<file path="config.mk">
export PLATFORM = sky130hd
export DESIGN_NAME = rts_sequencer
export DESIGN_NICKNAME = d
export VERILOG_FILES = /design/src/hdl/rts_pkg.sv /design/src/hdl/rts_sequencer.sv
export SDC_FILE = /design/constraint.sdc
export NUM_CORES = 1
export LEC_CHECK = 0
export BUFFER_PORTS_ARGS = -buffer_cell sky130_fd_sc_hd__buf_2
export CAP_MARGIN = 20
export CORE_ASPECT_RATIO = 0.7
export CORE_UTILIZATION = 50
export CTS_BUF_LIST = sky130_fd_sc_hd__clkbuf_4 sky130_fd_sc_hd__clkbuf_8
export DETAILED_ROUTE_END_ITERATION = 10
export PLACE_DENSITY = 0.76
export RECOVER_POWER = 25
export SETUP_SLACK_MARGIN = 0.02
export SLEW_MARGIN = 25
export SYNTH_ARGS = -nofsm -noshare
export SYNTH_HDL_FRONTEND = slang
export SYNTH_SLANG_ARGS = --single-unit
export TNS_END_PERCENT = 100
</file>
<file path="constraint.sdc">
create_clock -name clock -period 5.9 [get_ports clock]
set_input_delay 0.295 -clock clock [delete_from_list [all_inputs] [get_ports clock]]
set_output_delay 0.295 -clock clock [all_outputs]
set_load 0.03 [all_outputs]
</file>
<file path="src/hdl/rts_pkg.sv">
// constants, types and state layout of the reset time-out sequencer
package rts_pkg;

  // ---------------------------------------------------------------
  // register map (byte addresses on the avalon slave)
  // ---------------------------------------------------------------
  localparam logic [3:0] RTS_OFS_CONFIG = 4'h0;
  localparam logic [3:0] RTS_OFS_STATUS = 4'h4;
  localparam logic [3:0] RTS_OFS_KEEP = 4'h8;

  // config fields
  localparam int RTS_CFG_OSC_LSB = 0;
  localparam int RTS_CFG_EXT_BIT = 2;
  // status fields
  localparam int RTS_ST_TO_BIT = 0;
  localparam int RTS_ST_PD_BIT = 1;
  localparam int RTS_ST_UPPER_LSB = 2;
  localparam int RTS_ST_RESET_BIT = 4;
  localparam int RTS_ST_PHASE_LSB = 5;
  localparam int RTS_ST_SEEN_BIT = 7;

  // ---------------------------------------------------------------
  // oscillator modes
  // ---------------------------------------------------------------
  localparam logic [1:0] RTS_OSC_LF = 2'h0;
  localparam logic [1:0] RTS_OSC_XT = 2'h1;
  localparam logic [1:0] RTS_OSC_EC = 2'h2;
  localparam logic [1:0] RTS_OSC_RC = 2'h3;

  // ---------------------------------------------------------------
  // reset values
  // ---------------------------------------------------------------
  localparam logic [1:0] RTS_RST_OSC_MODE = RTS_OSC_XT;
  localparam logic [1:0] RTS_UPPER_RESET = 2'h3;
  localparam logic [1:0] RTS_UPPER_WAKE_EN = 2'h2;
  localparam logic [31:0] RTS_RDATA_IDLE = 32'h0000_0000;

  // ---------------------------------------------------------------
  // timing
  // ---------------------------------------------------------------
  localparam int RTS_SETTLE_MS = 96;
  localparam int RTS_RC_TICK_KHZ = 32;
  localparam int RTS_SETTLE_TICKS = RTS_SETTLE_MS * RTS_RC_TICK_KHZ;
  localparam int RTS_SETTLE_W = 16;
  localparam int RTS_OST_CYCLES = 1024;
  localparam int RTS_OST_W = 11;

  // synchroniser bit positions
  localparam int RTS_SY_POR = 0;
  localparam int RTS_SY_MASTER_CLEAR_PIN = 1;
  localparam int RTS_SY_OSC = 2;
  localparam int RTS_SY_OVALID = 3;
  localparam int RTS_SY_RC = 4;
  localparam int RTS_SY_WDT = 5;
  localparam int RTS_SY_N = 6;

  typedef enum logic [2:0] {
    SEQ_POR,
    SEQ_SETTLE,
    SEQ_RUN,
    SEQ_MASTER_CLEAR_PIN,
    SEQ_OSC_WAIT,
    SEQ_WAKE
  } rts_seq_t;

  typedef struct packed {
    logic [RTS_SY_N-1:0] sync1;
    logic [RTS_SY_N-1:0] sync2;
    logic [RTS_SY_N-1:0] sync3;
    rts_seq_t seq;
    logic supply_seen;
    logic ost_needed;
    logic [RTS_SETTLE_W-1:0] rc_cnt;
    logic [RTS_OST_W-1:0] osc_cnt;
    logic core_reset;
    logic [1:0] phase;
    logic addr_latch_strobe;
    logic read_strobe_n;
    logic write_strobe_n;
    logic strobe_oe_n;
    logic timeout_flag_n;
    logic powerdown_flag_n;
    logic [1:0] status_upper;
    logic regs_init;
    logic pc_load_zero;
    logic pc_advance;
    logic vector_fetch;
    logic wake_resume;
    logic [1:0] osc_mode;
    logic ext_exec;
    logic [7:0] keep_reg;
    logic waitrequest;
    logic [31:0] readdata;
  } rts_state_t;

endpackage

</file>
<file path="src/hdl/rts_sequencer.sv">
// reset source tracking, settle timers and core reset release
//
// Overview of operation
// - tell supply, master-clear, watchdog resets and sleep apart
// - init registers except on watchdog reset in sleep
// - keep register untouched by every device reset
// - hold phase at phase one during reset
// - in reset drive strobes: latch low, read/write high
// - stay in reset while supply detect inactive
// - supply fall resets, except legacy variant
// - supply timer starts after supply up, clear high
// - RC-clocked supply timer holds reset while counting
// - oscillator counter waits 1024 oscillator periods
// - oscillator delay only in crystal modes
// - count oscillator pulses only once amplitude valid
// - start both timers, release when both expire
// - normal master-clear reset adds no settle time
// - oscillator counter only for supply-up, sleep resets and wake
// - set timeout and powerdown flags per event
// - every reset loads program counter with zero
// - wake advances program counter, maybe vectors
//
// Implementation choices: the placing of the registers and register access over Avalon-MM.
`timescale 1ns/1ns
`default_nettype none

module rts_sequencer
  import rts_pkg::*;
#(
  parameter int SETTLE_TICKS = RTS_SETTLE_TICKS,
  parameter bit LEGACY_VARIANT = 1'b0
) (
  // clock and reset
  input wire logic clock,
  input wire logic arst_n,
  // avalon-mm slave
  input wire logic [3:0] avs_address,
  input wire logic avs_read,
  input wire logic avs_write,
  input wire logic [3:0] avs_byteenable,
  input wire logic [31:0] avs_writedata,
  output logic [31:0] avs_readdata,
  output logic avs_waitrequest,
  // asynchronous pins and detectors
  input wire logic supply_up_detect,
  input wire logic master_clear_pin,
  input wire logic osc_input_pin,
  input wire logic osc_valid,
  input wire logic rc_tick,
  input wire logic watchdog_timeout_reset,
  // core side
  input wire logic sleep_mode,
  input wire logic int_wake,
  input wire logic watchdog_clear_instr,
  input wire logic global_irq_disable,
  output logic core_reset,
  output logic [1:0] phase,
  output logic regs_init,
  output logic pc_load_zero,
  output logic pc_advance,
  output logic vector_fetch,
  output logic wake_resume,
  output logic timeout_flag_n,
  output logic powerdown_flag_n,
  output logic [1:0] status_upper,
  // external bus strobes
  output logic addr_latch_strobe,
  output logic read_strobe_n,
  output logic write_strobe_n,
  output logic strobe_oe_n
);

  localparam logic [RTS_SETTLE_W-1:0] SETTLE_LOAD = RTS_SETTLE_W'(SETTLE_TICKS);
  localparam logic [RTS_OST_W-1:0] OST_LOAD = RTS_OST_W'(RTS_OST_CYCLES);

  rts_state_t s;
  rts_state_t next_s;

  logic por_s;
  logic master_clear_pin_s;
  logic osc_rise;
  logic ovalid_s;
  logic rc_rise;
  logic wdt_rise;
  logic crystal;
  logic supply_drop;
  logic bus_take;

  // ---------------------------------------------------------------
  // synchronised views (second and third stages only)
  // ---------------------------------------------------------------
  assign por_s = s.sync2[RTS_SY_POR];
  assign master_clear_pin_s = s.sync2[RTS_SY_MASTER_CLEAR_PIN];
  assign osc_rise = s.sync2[RTS_SY_OSC] & ~s.sync3[RTS_SY_OSC];
  assign ovalid_s = s.sync2[RTS_SY_OVALID];
  assign rc_rise = s.sync2[RTS_SY_RC] & ~s.sync3[RTS_SY_RC];
  assign wdt_rise = s.sync2[RTS_SY_WDT] & ~s.sync3[RTS_SY_WDT];
  assign crystal = (s.osc_mode == RTS_OSC_XT) || (s.osc_mode == RTS_OSC_LF);
  // legacy part ignores a falling supply once it has been up
  assign supply_drop = !por_s && (!LEGACY_VARIANT || !s.supply_seen);
  assign bus_take = (avs_read || avs_write) && !s.waitrequest;

  // ---------------------------------------------------------------
  // next state
  // ---------------------------------------------------------------
  always_comb begin
    next_s = s;
    next_s.sync1 = {watchdog_timeout_reset, rc_tick, osc_valid, osc_input_pin,
                    master_clear_pin, supply_up_detect};
    next_s.sync2 = s.sync1;
    next_s.sync3 = s.sync2;
    next_s.regs_init = 1'b0;
    next_s.pc_load_zero = 1'b0;
    next_s.pc_advance = 1'b0;
    next_s.vector_fetch = 1'b0;
    next_s.wake_resume = 1'b0;
    if (por_s) begin
      next_s.supply_seen = 1'b1;
    end

    // supply timer on rc ticks, oscillator counter on valid pulses
    if (s.rc_cnt != '0 && rc_rise) begin
      next_s.rc_cnt = s.rc_cnt - 1'b1;
    end
    if (s.osc_cnt != '0 && osc_rise && ovalid_s) begin
      next_s.osc_cnt = s.osc_cnt - 1'b1;
    end

    if (supply_drop && s.seq != SEQ_POR) begin
      next_s.seq = SEQ_POR;
      next_s.supply_seen = 1'b0;
      next_s.timeout_flag_n = 1'b1;
      next_s.powerdown_flag_n = 1'b1;
      next_s.status_upper = RTS_UPPER_RESET;
      next_s.regs_init = 1'b1;
      next_s.pc_load_zero = 1'b1;
    end else if (!master_clear_pin_s && s.seq != SEQ_POR && s.seq != SEQ_MASTER_CLEAR_PIN) begin
      // master-clear from run, sleep or a pending settle
      next_s.seq = SEQ_MASTER_CLEAR_PIN;
      next_s.ost_needed = sleep_mode && crystal;
      next_s.timeout_flag_n = 1'b1;
      next_s.powerdown_flag_n = !sleep_mode;
      next_s.status_upper = RTS_UPPER_RESET;
      next_s.regs_init = 1'b1;
      next_s.pc_load_zero = 1'b1;
    end else begin
      case (s.seq)
        SEQ_POR: begin
          if (por_s && master_clear_pin_s) begin
            // both timers start together on the first clear-high
            next_s.rc_cnt = SETTLE_LOAD;
            next_s.osc_cnt = crystal ? OST_LOAD : '0;
            next_s.seq = SEQ_SETTLE;
            next_s.timeout_flag_n = 1'b1;
            next_s.powerdown_flag_n = 1'b1;
            next_s.status_upper = RTS_UPPER_RESET;
          end
        end
        SEQ_SETTLE: begin
          if (s.rc_cnt == '0 && s.osc_cnt == '0) begin
            next_s.seq = SEQ_RUN;
          end
        end
        SEQ_RUN: begin
          if (wdt_rise) begin
            next_s.timeout_flag_n = 1'b0;
            next_s.powerdown_flag_n = !sleep_mode;
            next_s.status_upper = RTS_UPPER_RESET;
            next_s.regs_init = !sleep_mode;
            next_s.pc_load_zero = 1'b1;
            next_s.osc_cnt = (sleep_mode && crystal) ? OST_LOAD : '0;
            next_s.seq = SEQ_OSC_WAIT;
          end else if (sleep_mode && int_wake) begin
            next_s.timeout_flag_n = 1'b1;
            next_s.powerdown_flag_n = 1'b0;
            next_s.status_upper = global_irq_disable ? RTS_UPPER_RESET
                                                     : RTS_UPPER_WAKE_EN;
            next_s.osc_cnt = crystal ? OST_LOAD : '0;
            next_s.seq = SEQ_WAKE;
          end else if (watchdog_clear_instr) begin
            next_s.timeout_flag_n = 1'b1;
            next_s.powerdown_flag_n = 1'b1;
          end
        end
        SEQ_MASTER_CLEAR_PIN: begin
          if (master_clear_pin_s) begin
            next_s.osc_cnt = s.ost_needed ? OST_LOAD : '0;
            next_s.seq = s.ost_needed ? SEQ_OSC_WAIT : SEQ_RUN;
          end
        end
        SEQ_OSC_WAIT: begin
          if (s.osc_cnt == '0) begin
            next_s.seq = SEQ_RUN;
          end
        end
        SEQ_WAKE: begin
          if (s.osc_cnt == '0) begin
            next_s.seq = SEQ_RUN;
            next_s.wake_resume = 1'b1;
            next_s.pc_advance = 1'b1;
            next_s.vector_fetch = !global_irq_disable;
          end
        end
        default: begin
          next_s.seq = SEQ_POR;
        end
      endcase
    end

    // reset held in every state but run and wake
    next_s.core_reset = (next_s.seq != SEQ_RUN) && (next_s.seq != SEQ_WAKE);
    // phases restart from phase one at release
    if (s.core_reset || next_s.core_reset) begin
      next_s.phase = 2'h0;
    end else begin
      next_s.phase = s.phase + 2'h1;
    end
    next_s.addr_latch_strobe = 1'b0;
    next_s.read_strobe_n = 1'b1;
    next_s.write_strobe_n = 1'b1;

    // avalon slave: one wait cycle, then answer
    next_s.waitrequest = !((avs_read || avs_write) && s.waitrequest);
    if ((avs_read || avs_write) && s.waitrequest) begin
      if (avs_read && avs_address == RTS_OFS_CONFIG) begin
        next_s.readdata = {29'h0000_0000, s.ext_exec, s.osc_mode};
      end else if (avs_read && avs_address == RTS_OFS_STATUS) begin
        next_s.readdata = RTS_RDATA_IDLE;
        next_s.readdata[RTS_ST_TO_BIT] = s.timeout_flag_n;
        next_s.readdata[RTS_ST_PD_BIT] = s.powerdown_flag_n;
        next_s.readdata[RTS_ST_UPPER_LSB +: 2] = s.status_upper;
        next_s.readdata[RTS_ST_RESET_BIT] = s.core_reset;
        next_s.readdata[RTS_ST_PHASE_LSB +: 2] = s.phase;
        next_s.readdata[RTS_ST_SEEN_BIT] = s.supply_seen;
      end else if (avs_read && avs_address == RTS_OFS_KEEP) begin
        next_s.readdata = {24'h00_0000, s.keep_reg};
      end else begin
        next_s.readdata = RTS_RDATA_IDLE;
      end
    end
    if (bus_take && avs_write && avs_byteenable[0]) begin
      if (avs_address == RTS_OFS_CONFIG) begin
        next_s.osc_mode = avs_writedata[RTS_CFG_OSC_LSB +: 2];
        next_s.ext_exec = avs_writedata[RTS_CFG_EXT_BIT];
      end else if (avs_address == RTS_OFS_KEEP) begin
        // no device reset ever touches this register
        next_s.keep_reg = avs_writedata[7:0];
      end
    end
    next_s.strobe_oe_n = !(next_s.core_reset && next_s.ext_exec);
  end

  // ---------------------------------------------------------------
  // state register
  // ---------------------------------------------------------------
  always_ff @(posedge clock or negedge arst_n) begin
    if (!arst_n) begin
      s <= '0;
      s.seq <= SEQ_POR;
      s.core_reset <= 1'b1;
      s.read_strobe_n <= 1'b1;
      s.write_strobe_n <= 1'b1;
      s.strobe_oe_n <= 1'b1;
      s.timeout_flag_n <= 1'b1;
      s.powerdown_flag_n <= 1'b1;
      s.status_upper <= RTS_UPPER_RESET;
      s.osc_mode <= RTS_RST_OSC_MODE;
      s.waitrequest <= 1'b1;
    end else begin
      s <= next_s;
    end
  end

  assign avs_readdata = s.readdata;
  assign avs_waitrequest = s.waitrequest;
  assign core_reset = s.core_reset;
  assign phase = s.phase;
  assign regs_init = s.regs_init;
  assign pc_load_zero = s.pc_load_zero;
  assign pc_advance = s.pc_advance;
  assign vector_fetch = s.vector_fetch;
  assign wake_resume = s.wake_resume;
  assign timeout_flag_n = s.timeout_flag_n;
  assign powerdown_flag_n = s.powerdown_flag_n;
  assign status_upper = s.status_upper;
  assign addr_latch_strobe = s.addr_latch_strobe;
  assign read_strobe_n = s.read_strobe_n;
  assign write_strobe_n = s.write_strobe_n;
  assign strobe_oe_n = s.strobe_oe_n;

  // ---------------------------------------------------------------
  // assertions
  // ---------------------------------------------------------------
  logic stay;
  assign stay = por_s && master_clear_pin_s;
endmodule

`default_nettype wire

</file>
==> results of run 1 <==
-- cell type report --
type	instances	area [um2]	share of cell area, %
clock inverter	7	85.1	2.00
inverter	7	26.3	0.617
tap	98	123	2.88
multi-input combinational	275	1680	39.5
clock buffer	9	124	2.91
timing repair buffer	49	259	6.08
sequential	78	1960	46.0
-- placed cells by master, fill, tap and decap left out, types with 3 or more instances in the layout --
cell | Yosys | layout
dfrtp_1 | 71 | 71
buf_2 | 1 | 46
nor2_1 | 41 | 41
conb_1 | 2 | 28
nand2_1 | 25 | 25
o21ai_0 | 15 | 15
a21oi_1 | 13 | 13
xor2_1 | 12 | 12
mux2_2 | 12 | 12
nor3_1 | 10 | 10
or4_1 | 9 | 9
nand3_1 | 9 | 9
clkbuf_8 | 1 | 9
nand4_1 | 8 | 8
inv_1 | 7 | 7
dfstp_2 | 7 | 7
nor2b_1 | 6 | 6
xnor2_1 | 6 | 6
o31ai_1 | 6 | 6
or3_1 | 5 | 5
o21a_1 | 5 | 5
inv_6 | 0 | 5
nor3b_1 | 4 | 4
o211ai_1 | 4 | 4
a22oi_1 | 4 | 4
nor4_1 | 4 | 3
or4_2 | 3 | 3
and3_1 | 3 | 3
a211oi_1 | 3 | 3
mux2i_1 | 3 | 3
a22o_1 | 3 | 3
ha_1 | 3 | 3
-- how the worst max path moves through the flow --
stage                 endpoint  slack, ns  cells after the start
floorplan           core_reset       3.15                      8
global placement    core_reset       3.07                      7
detailed placement  core_reset       3.01                      7
CTS                 core_reset       3.00                      7
global route        core_reset       2.90                      7
finish              core_reset       2.99                      7
-- synth_stat cells, types with 3 or more instances --
cell and number:
xor2_1 12, nand4_1 8, buf_4 40, mux2i_1 3
nand3_1 9, nor3b_1 4, dfrtp_1 71, dfstp_2 7
xnor2_1 6, o211ai_1 4, a21oi_1 13, o21ai_0 15
nor2_1 41, mux2_2 12, nor2b_1 6, a22o_1 3
nand2_1 25, ha_1 3, inv_1 7, or4_1 9
nor4_1 4, or4_2 3, or3_1 5, a211oi_1 3
clkbuf_1 11, o21a_1 5, nor3_1 10, o31ai_1 6
and3_1 3, a22oi_1 4
-- sequential cells by signal, summed over array words and instances, names as in the netlist --
| signal | cells |
|---|---|
| avs_readdata | 8 |
| avs_waitrequest | 1 |
| core_reset | 1 |
| master_clear_pin_s | 1 |
| next_s | 11 |
| pc_advance | 1 |
| pc_load_zero | 1 |
| phase | 2 |
| powerdown_flag_n | 1 |
| regs_init | 1 |
| s | 46 |
| status_upper | 1 |
| strobe_oe_n | 1 |
| timeout_flag_n | 1 |
| vector_fetch | 1 |
-- repair_timing --
action / CTS / global route
hold buffers: 0 / 1
hold endpoints to repair: 0 / 4
buffers inserted: 0 / 0
-- power by group --
part / switching (uW) / leakage, uW / internal [uW]
registers: 126 / 0.000981 / 663
clock network: 219 / 0.000108 / 206
logic: 378 / 0.000860 / 237
-- per-stage QoR --
stage	hold slack (ns)	cell area [um2]	total power [uW]	utilization, %	std cells
6_report	0.0358	4260	1830	56.9	523
4_1_cts	0.0167	4240	1830	56.7	522
5_1_grt	0.00932	4260	1950	56.9	523
2_1_floorplan	-0.000591	4060	1290	-	417
3_5_place_dp	0.336	4040	1400	53.9	506
3_3_place_gp	0.334	4040	1370	53.9	506
-- layer usage --
layer / up-vias / track usage, % / share of wire [%]
met5: - / 0 / 0
met4: 0 / 7.43 / 0.90
met3: 7 / 5.39 / 6.5
met2: 112 / 29.4 / 45
met1: 1361 / 29.0 / 48
li1: 1368 / - / -
-- worst max-delay path, delay by kind of cell (launching register included) --
kind	cells	cell delay, ns
and+or+nand+nor	4	1.92
DFF	1	0.39
AOI/OAI and AO/OA	1	0.21
adders and majority gates	1	0.20
buffers and inverters	1	0.12
-- logic make-up after synthesis --
family | count (synthesis) | share of synthesized area [%]
AOI/OAI and AO/OA | 65 | 10.6
xor gates and xnor gates | 18 | 3.98
adders and majority gates | 3 | 0.948
buffers and inverters | 64 | 10.7
DFF | 78 | 49.5
muxes | 15 | 4.17
other | 2 | 0.190
and+or+nand+nor | 146 | 19.9
==> key figures, run 1 <==
Clocking
  – Post-CTS sizing: 0
  – Clock Pin Slew Worst Setup and Hold Paths: 0.09 ns
  – Longest Clk Path Bufs: 2
  – CTS sink count: 78
  – TritonCTS clock tree: built
  – Clk Latency, worst-skew pair: 0.36 ns
  – CTS Buf Count: 9
  – CTS H-Tree Depth: 3
  – Clock root cell: clkbuf_8

Critical path
  – CP max-delay cell: or4_1
  – Reg2reg start: s[71]
  – WP data required: 6.18 ns
  – Worst setup SP type: flop
  – Worst EP arrival: 3.19 ns
  – Worst Setup Path Type: flop to flop
  – RR Endpoint: core_reset
  – Ordered list of cells on the worst path: inv_1, ha_1, or4b_2, or4_1, and2_2, o21a_1, or3_1
  – Critical path startpoint: s[71]
  – Critical Path Fanout Max: 15
  – Flop2flop setup slack: 2.99 ns
  – Worst stage delay on the critical path: 0.68 ns
  – Critical Path End Type: flop
  – R2R depth: 7

Place
  – Setup WS pre-CTS: 3.01 ns
  – Final HPWL DP: 5300 um
  – Placer Congestion: 0.877
  – PortBufs: 47

Outcome
  – Status: completed

Timing
  – Slew margin rel.: 34.5%
  – # setup viols final: 0
  – Fin. max-slew vios: 0
  – Setup TNS: 0 ns
  – Final count of hold timing violations: 0
  – Clk_skew: 0.00939 ns
  – Worst setup margin: 2.99 ns
  – Fin crit share: 49.4%
  – Fmax: 343 MHz
  – Pin slew with the least headroom to its limit: 0.977 ns
  – RSZ-0062 raised after global routing: false
  – Tmin final: 2.91 ns

Yosys
  – Post-Syn Area: 0.00396 mm2
  – Mean Syn Cell Area: 10.1 um2
  – Synth Instances: 391
  – Sequential area share after synthesis: 49.5%
  – Synthesis Warnings: 0
  – Top cells by area, synth: dfrtp_1 45%, buf_4 7.6%, dfstp_2 4.6%
  – EDFF count, synth: 0
  – Most used DFF post-synth: dfrtp_1
  – Post-synth cell types: 57
  – Yosys top cell by area: dfrtp_1
  – Share of the synthesized area in the top cell type: 44.9%
  – Seq cells post-synth: 78
  – FFs w/ async S/R, synth: 100%

Global routing
  – Initial antenna violation count: 0
  – Largest net degree at the start of global routing: 79
  – First-pass GRT wire length: 12,900 um
  – Vias in the first global route: 2,691
  – Grt total ovfl: 0
  – GRT Util Overall: 20.3%

Floorplanning
  – Die width: 108 um
  – Initial core utilization: 52.9%
  – Core box area: 0.00748 mm2
  – IO Pins: 103
  – Row Count: 26
  – Die H: 76.5 um
  – Die area: 0.00829 mm2

Drt
  – WL final: 7600 um
  – DRC viols: 0
  – First-pass DRT Iterations: 4
  – Routed vias/inst: 5.45
  – Post-route ant nets: 0
  – DR iter-0 viols: 229
  – DR WL/cell: 14.5 um
  – Total number of vias: 2,848

Min path
  – Hold Path Stages: 1
  – Worst Hold Class: input port to flop
  – Hold Crit Start: rc_tick
  – Hold EP: next_s[102]

Cells and area
  – Layout cells sized above 1: 22.8%
  – # diodes: 0
  – Nets@finish: 477
  – P&R area growth vs syn: 7.49%
  – Fillers: 647

Pwr
  – Leak: 0.00195 uW
  – Pwr dens: 430 mW/mm2
  – VDD IR max: 232 uV

Job
  – Max Cap Viol: 0
(Power assumes the default switching activity.)
==> run 2, diff against run 1 <==
--- a/config.mk
+++ b/config.mk
@@ -5,13 +5,14 @@
 export SDC_FILE = /design/constraint.sdc
 export NUM_CORES = 1
 export LEC_CHECK = 0
+export ABC_AREA = 1
 export BUFFER_PORTS_ARGS = -buffer_cell sky130_fd_sc_hd__buf_2
 export CAP_MARGIN = 20
 export CORE_ASPECT_RATIO = 0.7
 export CORE_UTILIZATION = 50
 export CTS_BUF_LIST = sky130_fd_sc_hd__clkbuf_4 sky130_fd_sc_hd__clkbuf_8
 export DETAILED_ROUTE_END_ITERATION = 10
-export PLACE_DENSITY = 0.76
+export PLACE_DENSITY = 0.79
 export RECOVER_POWER = 25
 export SETUP_SLACK_MARGIN = 0.02
 export SLEW_MARGIN = 25
==> constraint.sdc (replaced) <==
create_clock -name clock -period 2.5 [get_ports clock]
set_input_delay 0.125 -clock clock [delete_from_list [all_inputs] [get_ports clock]]
set_output_delay 0.125 -clock clock [all_outputs]
set_load 0.03 [all_outputs]
==> run 2 against run 1 <==
Net effect: the run now ends with capacitance limit, slew limit left; setup slack worse by 2.5 ns; combinational power grew to 2.9 times the previous value; cell area up 6.7%; sequential cell count stayed put; routed wire length increased by 9.1%; die area up 2.6%; count of clock-buffer cells in the layout up 1; fmax increased by 47%; first-iteration DRC count up 21%; largest cell class unchanged.
==> key figures, run 2 <==
Outcome
  – Status: complete, but fails checks
  – Violated checks: capacitance limit, slew limit

Yosys
  – EDFF count, synth: 0
  – FFs w/ async S/R, synth: 100%
  – Mean Syn Cell Area: 8.30 um2
  – Sequential area share after synthesis: 48.2%
  – Most frequent cell after synthesis: nand2_1
  – Seq cells post-synth: 78
  – Yosys top cell by area: dfrtp_1
  – Synth top cells by count: 100 x nand2_1, 71 x dfrtp_1, 63 x nor2_1
  – Synth Instances: 490
  – Post-Syn Area: 0.00407 mm2
  – Synthesis Warnings: 0
  – Post-synth cell types: 38
  – Top cells by area, synth: dfrtp_1 44%, nand2_1 9.2%, buf_4 7.4%
  – Most used DFF post-synth: dfrtp_1
  – Share of the synthesized area in the top cell type: 43.7%

Min path
  – Worst Hold Class: input port to flop
  – Hold Crit Start: avs_writedata[0]

Clocking
  – Clk Latency, worst-skew pair: 0.35 ns
  – TritonCTS clock tree: built
  – Clock Pin Slew Worst Setup and Hold Paths: 0.08 ns
  – Clock root cell: clkbuf_8
  – Longest Clk Path Bufs: 2
  – Post-CTS Setup Bufs: 0
  – CTS sink count: 78
  – CTS Buf Count: 9
  – CTS H-Tree Depth: 3

Cells and area
  – Layout cells sized above 1: 15.8%
  – Largest register FFs: 46
  – Most common cell after layout, fill and taps aside: nand2_1
  – P&R area growth vs syn: 11.7%
  – Nets@finish: 601
  – # diodes: 0
  – Post-route cell area: 0.00454 mm2
  – Final Instance Count excl. Fillers: 650
  – Commonest non-fill, non-tap cells in the layout: 100 x nand2_1, 71 x dfrtp_1, 63 x nor2_1
  – Biggest register: s

Critical path
  – Critical Path End Type: flop
  – Worst EP arrival: 2.27 ns
  – Worst setup SP type: flop
  – RR Endpoint: phase[1]
  – Reg2reg start: s[60]
  – Flop2flop setup slack: 0.52 ns
  – Critical Path Fanout Max: 3
  – R2R depth: 12
  – Worst Setup Path Type: flop to flop
  – Setup crit end: phase[1]
  – Critical path startpoint: s[60]
  – WP data required: 2.78 ns

Timing
  – Tmin final: 1.98 ns
  – Pin slew with the least headroom to its limit: 1.86 ns
  – Setup TNS: 0 ns
  – # setup viols final: 0
  – Clk_skew: 0.00437 ns
  – Worst setup margin: 0.516 ns
  – Slew margin rel.: -23.7%
  – Fin. max-slew vios: 79
  – Final count of hold timing violations: 0
  – Fin crit share: 79.3%
  – RSZ-0062 raised after global routing: false
  – Fmax: 504 MHz

Drt
  – Post-route ant nets: 0
  – Metal-1 WL: 4040 um
  – First-pass DRT Iterations: 5
  – DR WL met3: 526 um
  – DR iter-0 viols: 277
  – DR WL met2: 3590 um
  – Total number of vias: 3,293
  – DRC viols: 0
  – WL final: 8280 um
  – Routed vias/inst: 5.07
  – DR WL/cell: 12.7 um
  – Top Metal Used: met4

Global routing
  – GRT Util Overall: 21.3%
  – Initial antenna violation count: 0
  – Vias in the first global route: 3,013
  – First-pass GRT wire length: 13,800 um
  – Largest net degree at the start of global routing: 79
  – Grt total ovfl: 0

Floorplanning
  – IO Pins: 103
  – Initial core utilization: 51.7%
  – Die width: 110 um
  – Die H: 77.5 um
  – Row Count: 27
  – Die area: 0.00851 mm2
  – Core box area: 0.00787 mm2

Place
  – Setup WS pre-CTS: 0.563 ns
  – Placed cell area: 0.00421 mm2
  – Final HPWL DP: 6070 um
  – PortBufs: 47
  – Placer Congestion: 0.876
  – DP Cell Count: 621

Pwr
  – Leak: 0.00233 uW
  – VDD IR max: 830 uV
  – Pwr dens: 1000 mW/mm2
  – Final Power: 4550 uW

Job
  – Max Cap Viol: 1
[run 2: cell count changes in the layout (fill, tap and decap cells not counted), sizes merged, moves of 6 or more]
cell         delta
nand2          +79
inv            +51
nor2           +23
nand3          +16
or4            -13
dlygate4sd3    +12
o21ai          +12
mux2            -7
a21oi           +6
nor2b           -6
o31ai           -6
[run 2: worst min-delay path by stage]
stage	endpoint	cells past startpoint
4_1_cts	s[39]	2
5_1_grt	s[36]	2
3_3_place_gp	next_s[98]	1
2_1_floorplan	avs_readdata[0]	0
6_report	s[42]	3
3_5_place_dp	next_s[98]	1
[run 2: logic make-up (layout without fill, tap and decap cells)]
kind of cell	count (synthesis)	in the layout	share of synthesized area, %
xor+xnor	15	15	3.23
flops	78	78	48.2
buf+inv	108	141	13.8
compound gates	66	66	9.50
mux	5	5	1.38
simple gates	213	213	22.7
other cells	2	28	0.185
fa+ha+maj	3	3	0.923
[run 2: repair_timing]
item | in CTS | in global routing
hold buffers | 11 | 2
resized for setup | 0 | 0
endpoints found under the hold margin | 81 | 2
[run 2: area by class of cell]
cell class,count,area [um2]
Timing Repair Buffer,61,369
Inverter,64,240
Multi-Input combinational cell,330,1640
Fill cell,679,3330
Clock inverter,6,68.8
Clock buffer,10,138
Sequential cell,78,1960
Tap cell,101,126
[run 2: report_power, final]
group          switching, uW  internal (uW)  total (uW)
sequential               226           1580        1810
clock                    479            493         972
combinational           1210            564        1780
[run 2: routing by layer]
metal	track usage, %	up-vias
li1	-	1603
met1	31.9	1548
met2	29.5	129
met3	5.46	13
met4	7.73	0
met5	0	-
[run 2: stage by stage]
step | hold WS, ns | utilization (%)
floorplan | -0.171 | -
global placement | 0.235 | 53.5
detailed placement | 0.234 | 53.5
CTS | 0.00176 | 57.6
global route | 0.00186 | 57.7
finish | 0.0248 | 57.7
[run 2: worst max-delay path: stages, from the launching register on]
cell and delay [ns]:
dfrtp_1 0.40, inv_1 0.08, ha_1 0.20, nand2_1 0.10
nor2_1 0.11, nand2_1 0.05, nor2_1 0.16, nand3_1 0.13
a21oi_1 0.21, nand3_1 0.10, nand2_1 0.11, nand2_1 0.14
nor2_1 0.13
==> run 3, diff against run 2 <==
--- a/config.mk
+++ b/config.mk
@@ -5,7 +5,7 @@
 export SDC_FILE = /design/constraint.sdc
 export NUM_CORES = 1
 export LEC_CHECK = 0
-export ABC_AREA = 1
+export ABC_AREA = 0
 export BUFFER_PORTS_ARGS = -buffer_cell sky130_fd_sc_hd__buf_2
 export CAP_MARGIN = 20
 export CORE_ASPECT_RATIO = 0.7
==> constraint.sdc (replaced) <==
create_clock -name clock -period 1.79 [get_ports clock]
set_input_delay 0.0895 -clock clock [delete_from_list [all_inputs] [get_ports clock]]
set_output_delay 0.0895 -clock clock [all_outputs]
set_load 0.03 [all_outputs]
==> run 3 against run 2 <==
Net effect: the flow finishes with violations (setup timing); largest cell class unchanged; combinational power increased by 110%; worst hold slack better by 0.032 ns; critical endpoint unchanged; clock skew rose by 0.0049 ns; die area fell by 2.6%; fmax fell by 20%.
==> key figures, run 3 (synthesis results as in run 1) <==
Critical path
  – Critical Path End Type: flop
  – Ordered list of cells on the worst path: inv_2, ha_4, or4b_4, or4_4, and2_2, o21a_1, buf_6, nor3_2
  – Crit-path leading delay family: simple AND/OR/NAND/NOR gates
  – Worst EP arrival: 2.73 ns
  – Worst setup SP type: flop
  – WP data required: 2.05 ns
  – CP max-delay cell: or4_4
  – Worst Setup Path Type: flop to flop
  – Bufs and invs on worst path: 2
  – Critical Path Fanout Max: 3
  – Worst stage delay on the critical path: 0.54 ns

Pwr
  – VDD IR max: 1070 uV
  – Leak: 0.00246 uW
  – Pwr dens: 1400 mW/mm2

Timing
  – Final count of hold timing violations: 0
  – # setup viols final: 36
  – Fin. max-slew vios: 0
  – Fmax: 405 MHz
  – Fin crit share: 138%
  – RSZ-0062 raised after global routing: true
  – Hold Slack: 0.0571 ns
  – Tmin final: 2.47 ns
  – Worst setup margin: -0.679 ns
  – Pin slew with the least headroom to its limit: 0.874 ns
  – Clk_skew: 0.00929 ns
  – Slew margin rel.: 41.7%

Cells and area
  – Biggest register: s
  – Commonest non-fill, non-tap cells in the layout: 71 x dfrtp_1, 71 x buf_4, 46 x buf_2
  – Final core utilization: 70.8%
  – Layout cells sized above 1: 40.7%
  – # diodes: 0
  – P&R area growth vs syn: 33.7%
  – Fillers: 522
  – Nets@finish: 573
  – Largest register FFs: 46

Floorplanning
  – Die area: 0.00829 mm2
  – Die H: 76.5 um
  – Die width: 108 um
  – Core box area: 0.00748 mm2
  – IO Pins: 103
  – Initial core utilization: 52.9%
  – Row Count: 26

Global routing
  – GRT Util Overall: 23.7%
  – Largest net degree at the start of global routing: 46
  – Vias in the first global route: 3,145
  – Initial antenna violation count: 0
  – First-pass GRT wire length: 15,100 um
  – Grt total ovfl: 0

Drt
  – DRC viols: 0
  – DR WL/cell: 15.0 um
  – WL final: 9300 um
  – First-pass DRT Iterations: 4
  – Total number of vias: 3,273
  – DR iter-0 viols: 141
  – Routed vias/inst: 5.29
  – Post-route ant nets: 0

Place
  – Placer Congestion: 0.901
  – PortBufs: 47
  – Setup WS pre-CTS: -0.699 ns
  – Final HPWL DP: 6480 um

Clocking
  – CTS H-Tree Depth: 3
  – Longest Clk Path Bufs: 2
  – Clock root cell: clkbuf_8
  – Clock Pin Slew Worst Setup and Hold Paths: 0.09 ns
  – CTS sink count: 78
  – TritonCTS clock tree: built
  – Clk Latency, worst-skew pair: 0.35 ns
  – CTS Buf Count: 9

Job
  – Max Cap Viol: 0

Min path
  – Worst Hold Class: input port to flop

Outcome
  – Status: complete, but fails checks
  – Violated checks: setup timing
run 3: layout make-up:
cell class | instances | area, um2 | area share, %
Clock inverter | 7 | 57.6 | 1.09
Timing Repair Buffer | 145 | 1080 | 20.5
Clock buffer | 9 | 124 | 2.34
Tap cell | 98 | 123 | 2.31
Inverter | 7 | 26.3 | 0.496
Multi-Input combinational cell | 275 | 1920 | 36.3
Sequential cell | 78 | 1960 | 37.0
run 3: what timing repair did:
item	4_1_cts	5_1_grt
gates resized for setup	28	23
buffers inserted	6	4
hold endpoints to repair	48	0
setup endpoints to repair	39	40
pin swaps	19	13
cloned	1	0
hold buffers	17	0
run 3: final timing paths:
path,start,to,slack (ns),depth (start not counted)
min reg2reg,next_s[101],next_s[95],0.35,0
max in group asynchronous,arst_n,avs_waitrequest,0.62,3
min in group asynchronous,arst_n,next_s[102],0.39,2
min,avs_read,avs_readdata[3],0.06,3
max,s[72],phase[1],-0.68,8
max reg2reg,s[72],phase[1],-0.68,8
run 3: worst reg2reg max path: stages (launching register included):
cell     delay, ns
dfrtp_1       0.41
inv_2         0.10
ha_4          0.14
or4b_4        0.45
or4_4         0.54
and2_2        0.23
o21a_1        0.22
buf_6         0.13
nor3_2        0.18
run 3: power breakdown:
group | switching [uW] | internal, uW | total (uW) | leakage [uW]
logic | 1910 | 1840 | 3750 | 0.00139
registers | 252 | 2190 | 2440 | 0.000981
clock network | 695 | 522 | 1220 | 0.0000881
run 3: per-layer routing:
metal / vias up / wire [um] / GRT usage, %
li1: 1575 / - / -
met1: 1572 / 4360 / 33.8
met2: 118 / 4290 / 36.6
met3: 8 / 560 / 5.39
met4: 0 / 84 / 5.81
met5: - / 0 / 0
run 3: through the flow:
stage | cells | instance area, um2 | total power, uW | TNS [ns]
final | 619 | 5300 | 7400 | -15.65
after global routing | 619 | 5300 | 7880 | -18.56
after CTS | 615 | 5160 | 7110 | -13.96
after detailed placement | 575 | 4620 | 5550 | -16.20
after global placement | 575 | 4620 | 5450 | -14.33
after floorplan | 417 | 4140 | 4320 | -12.99
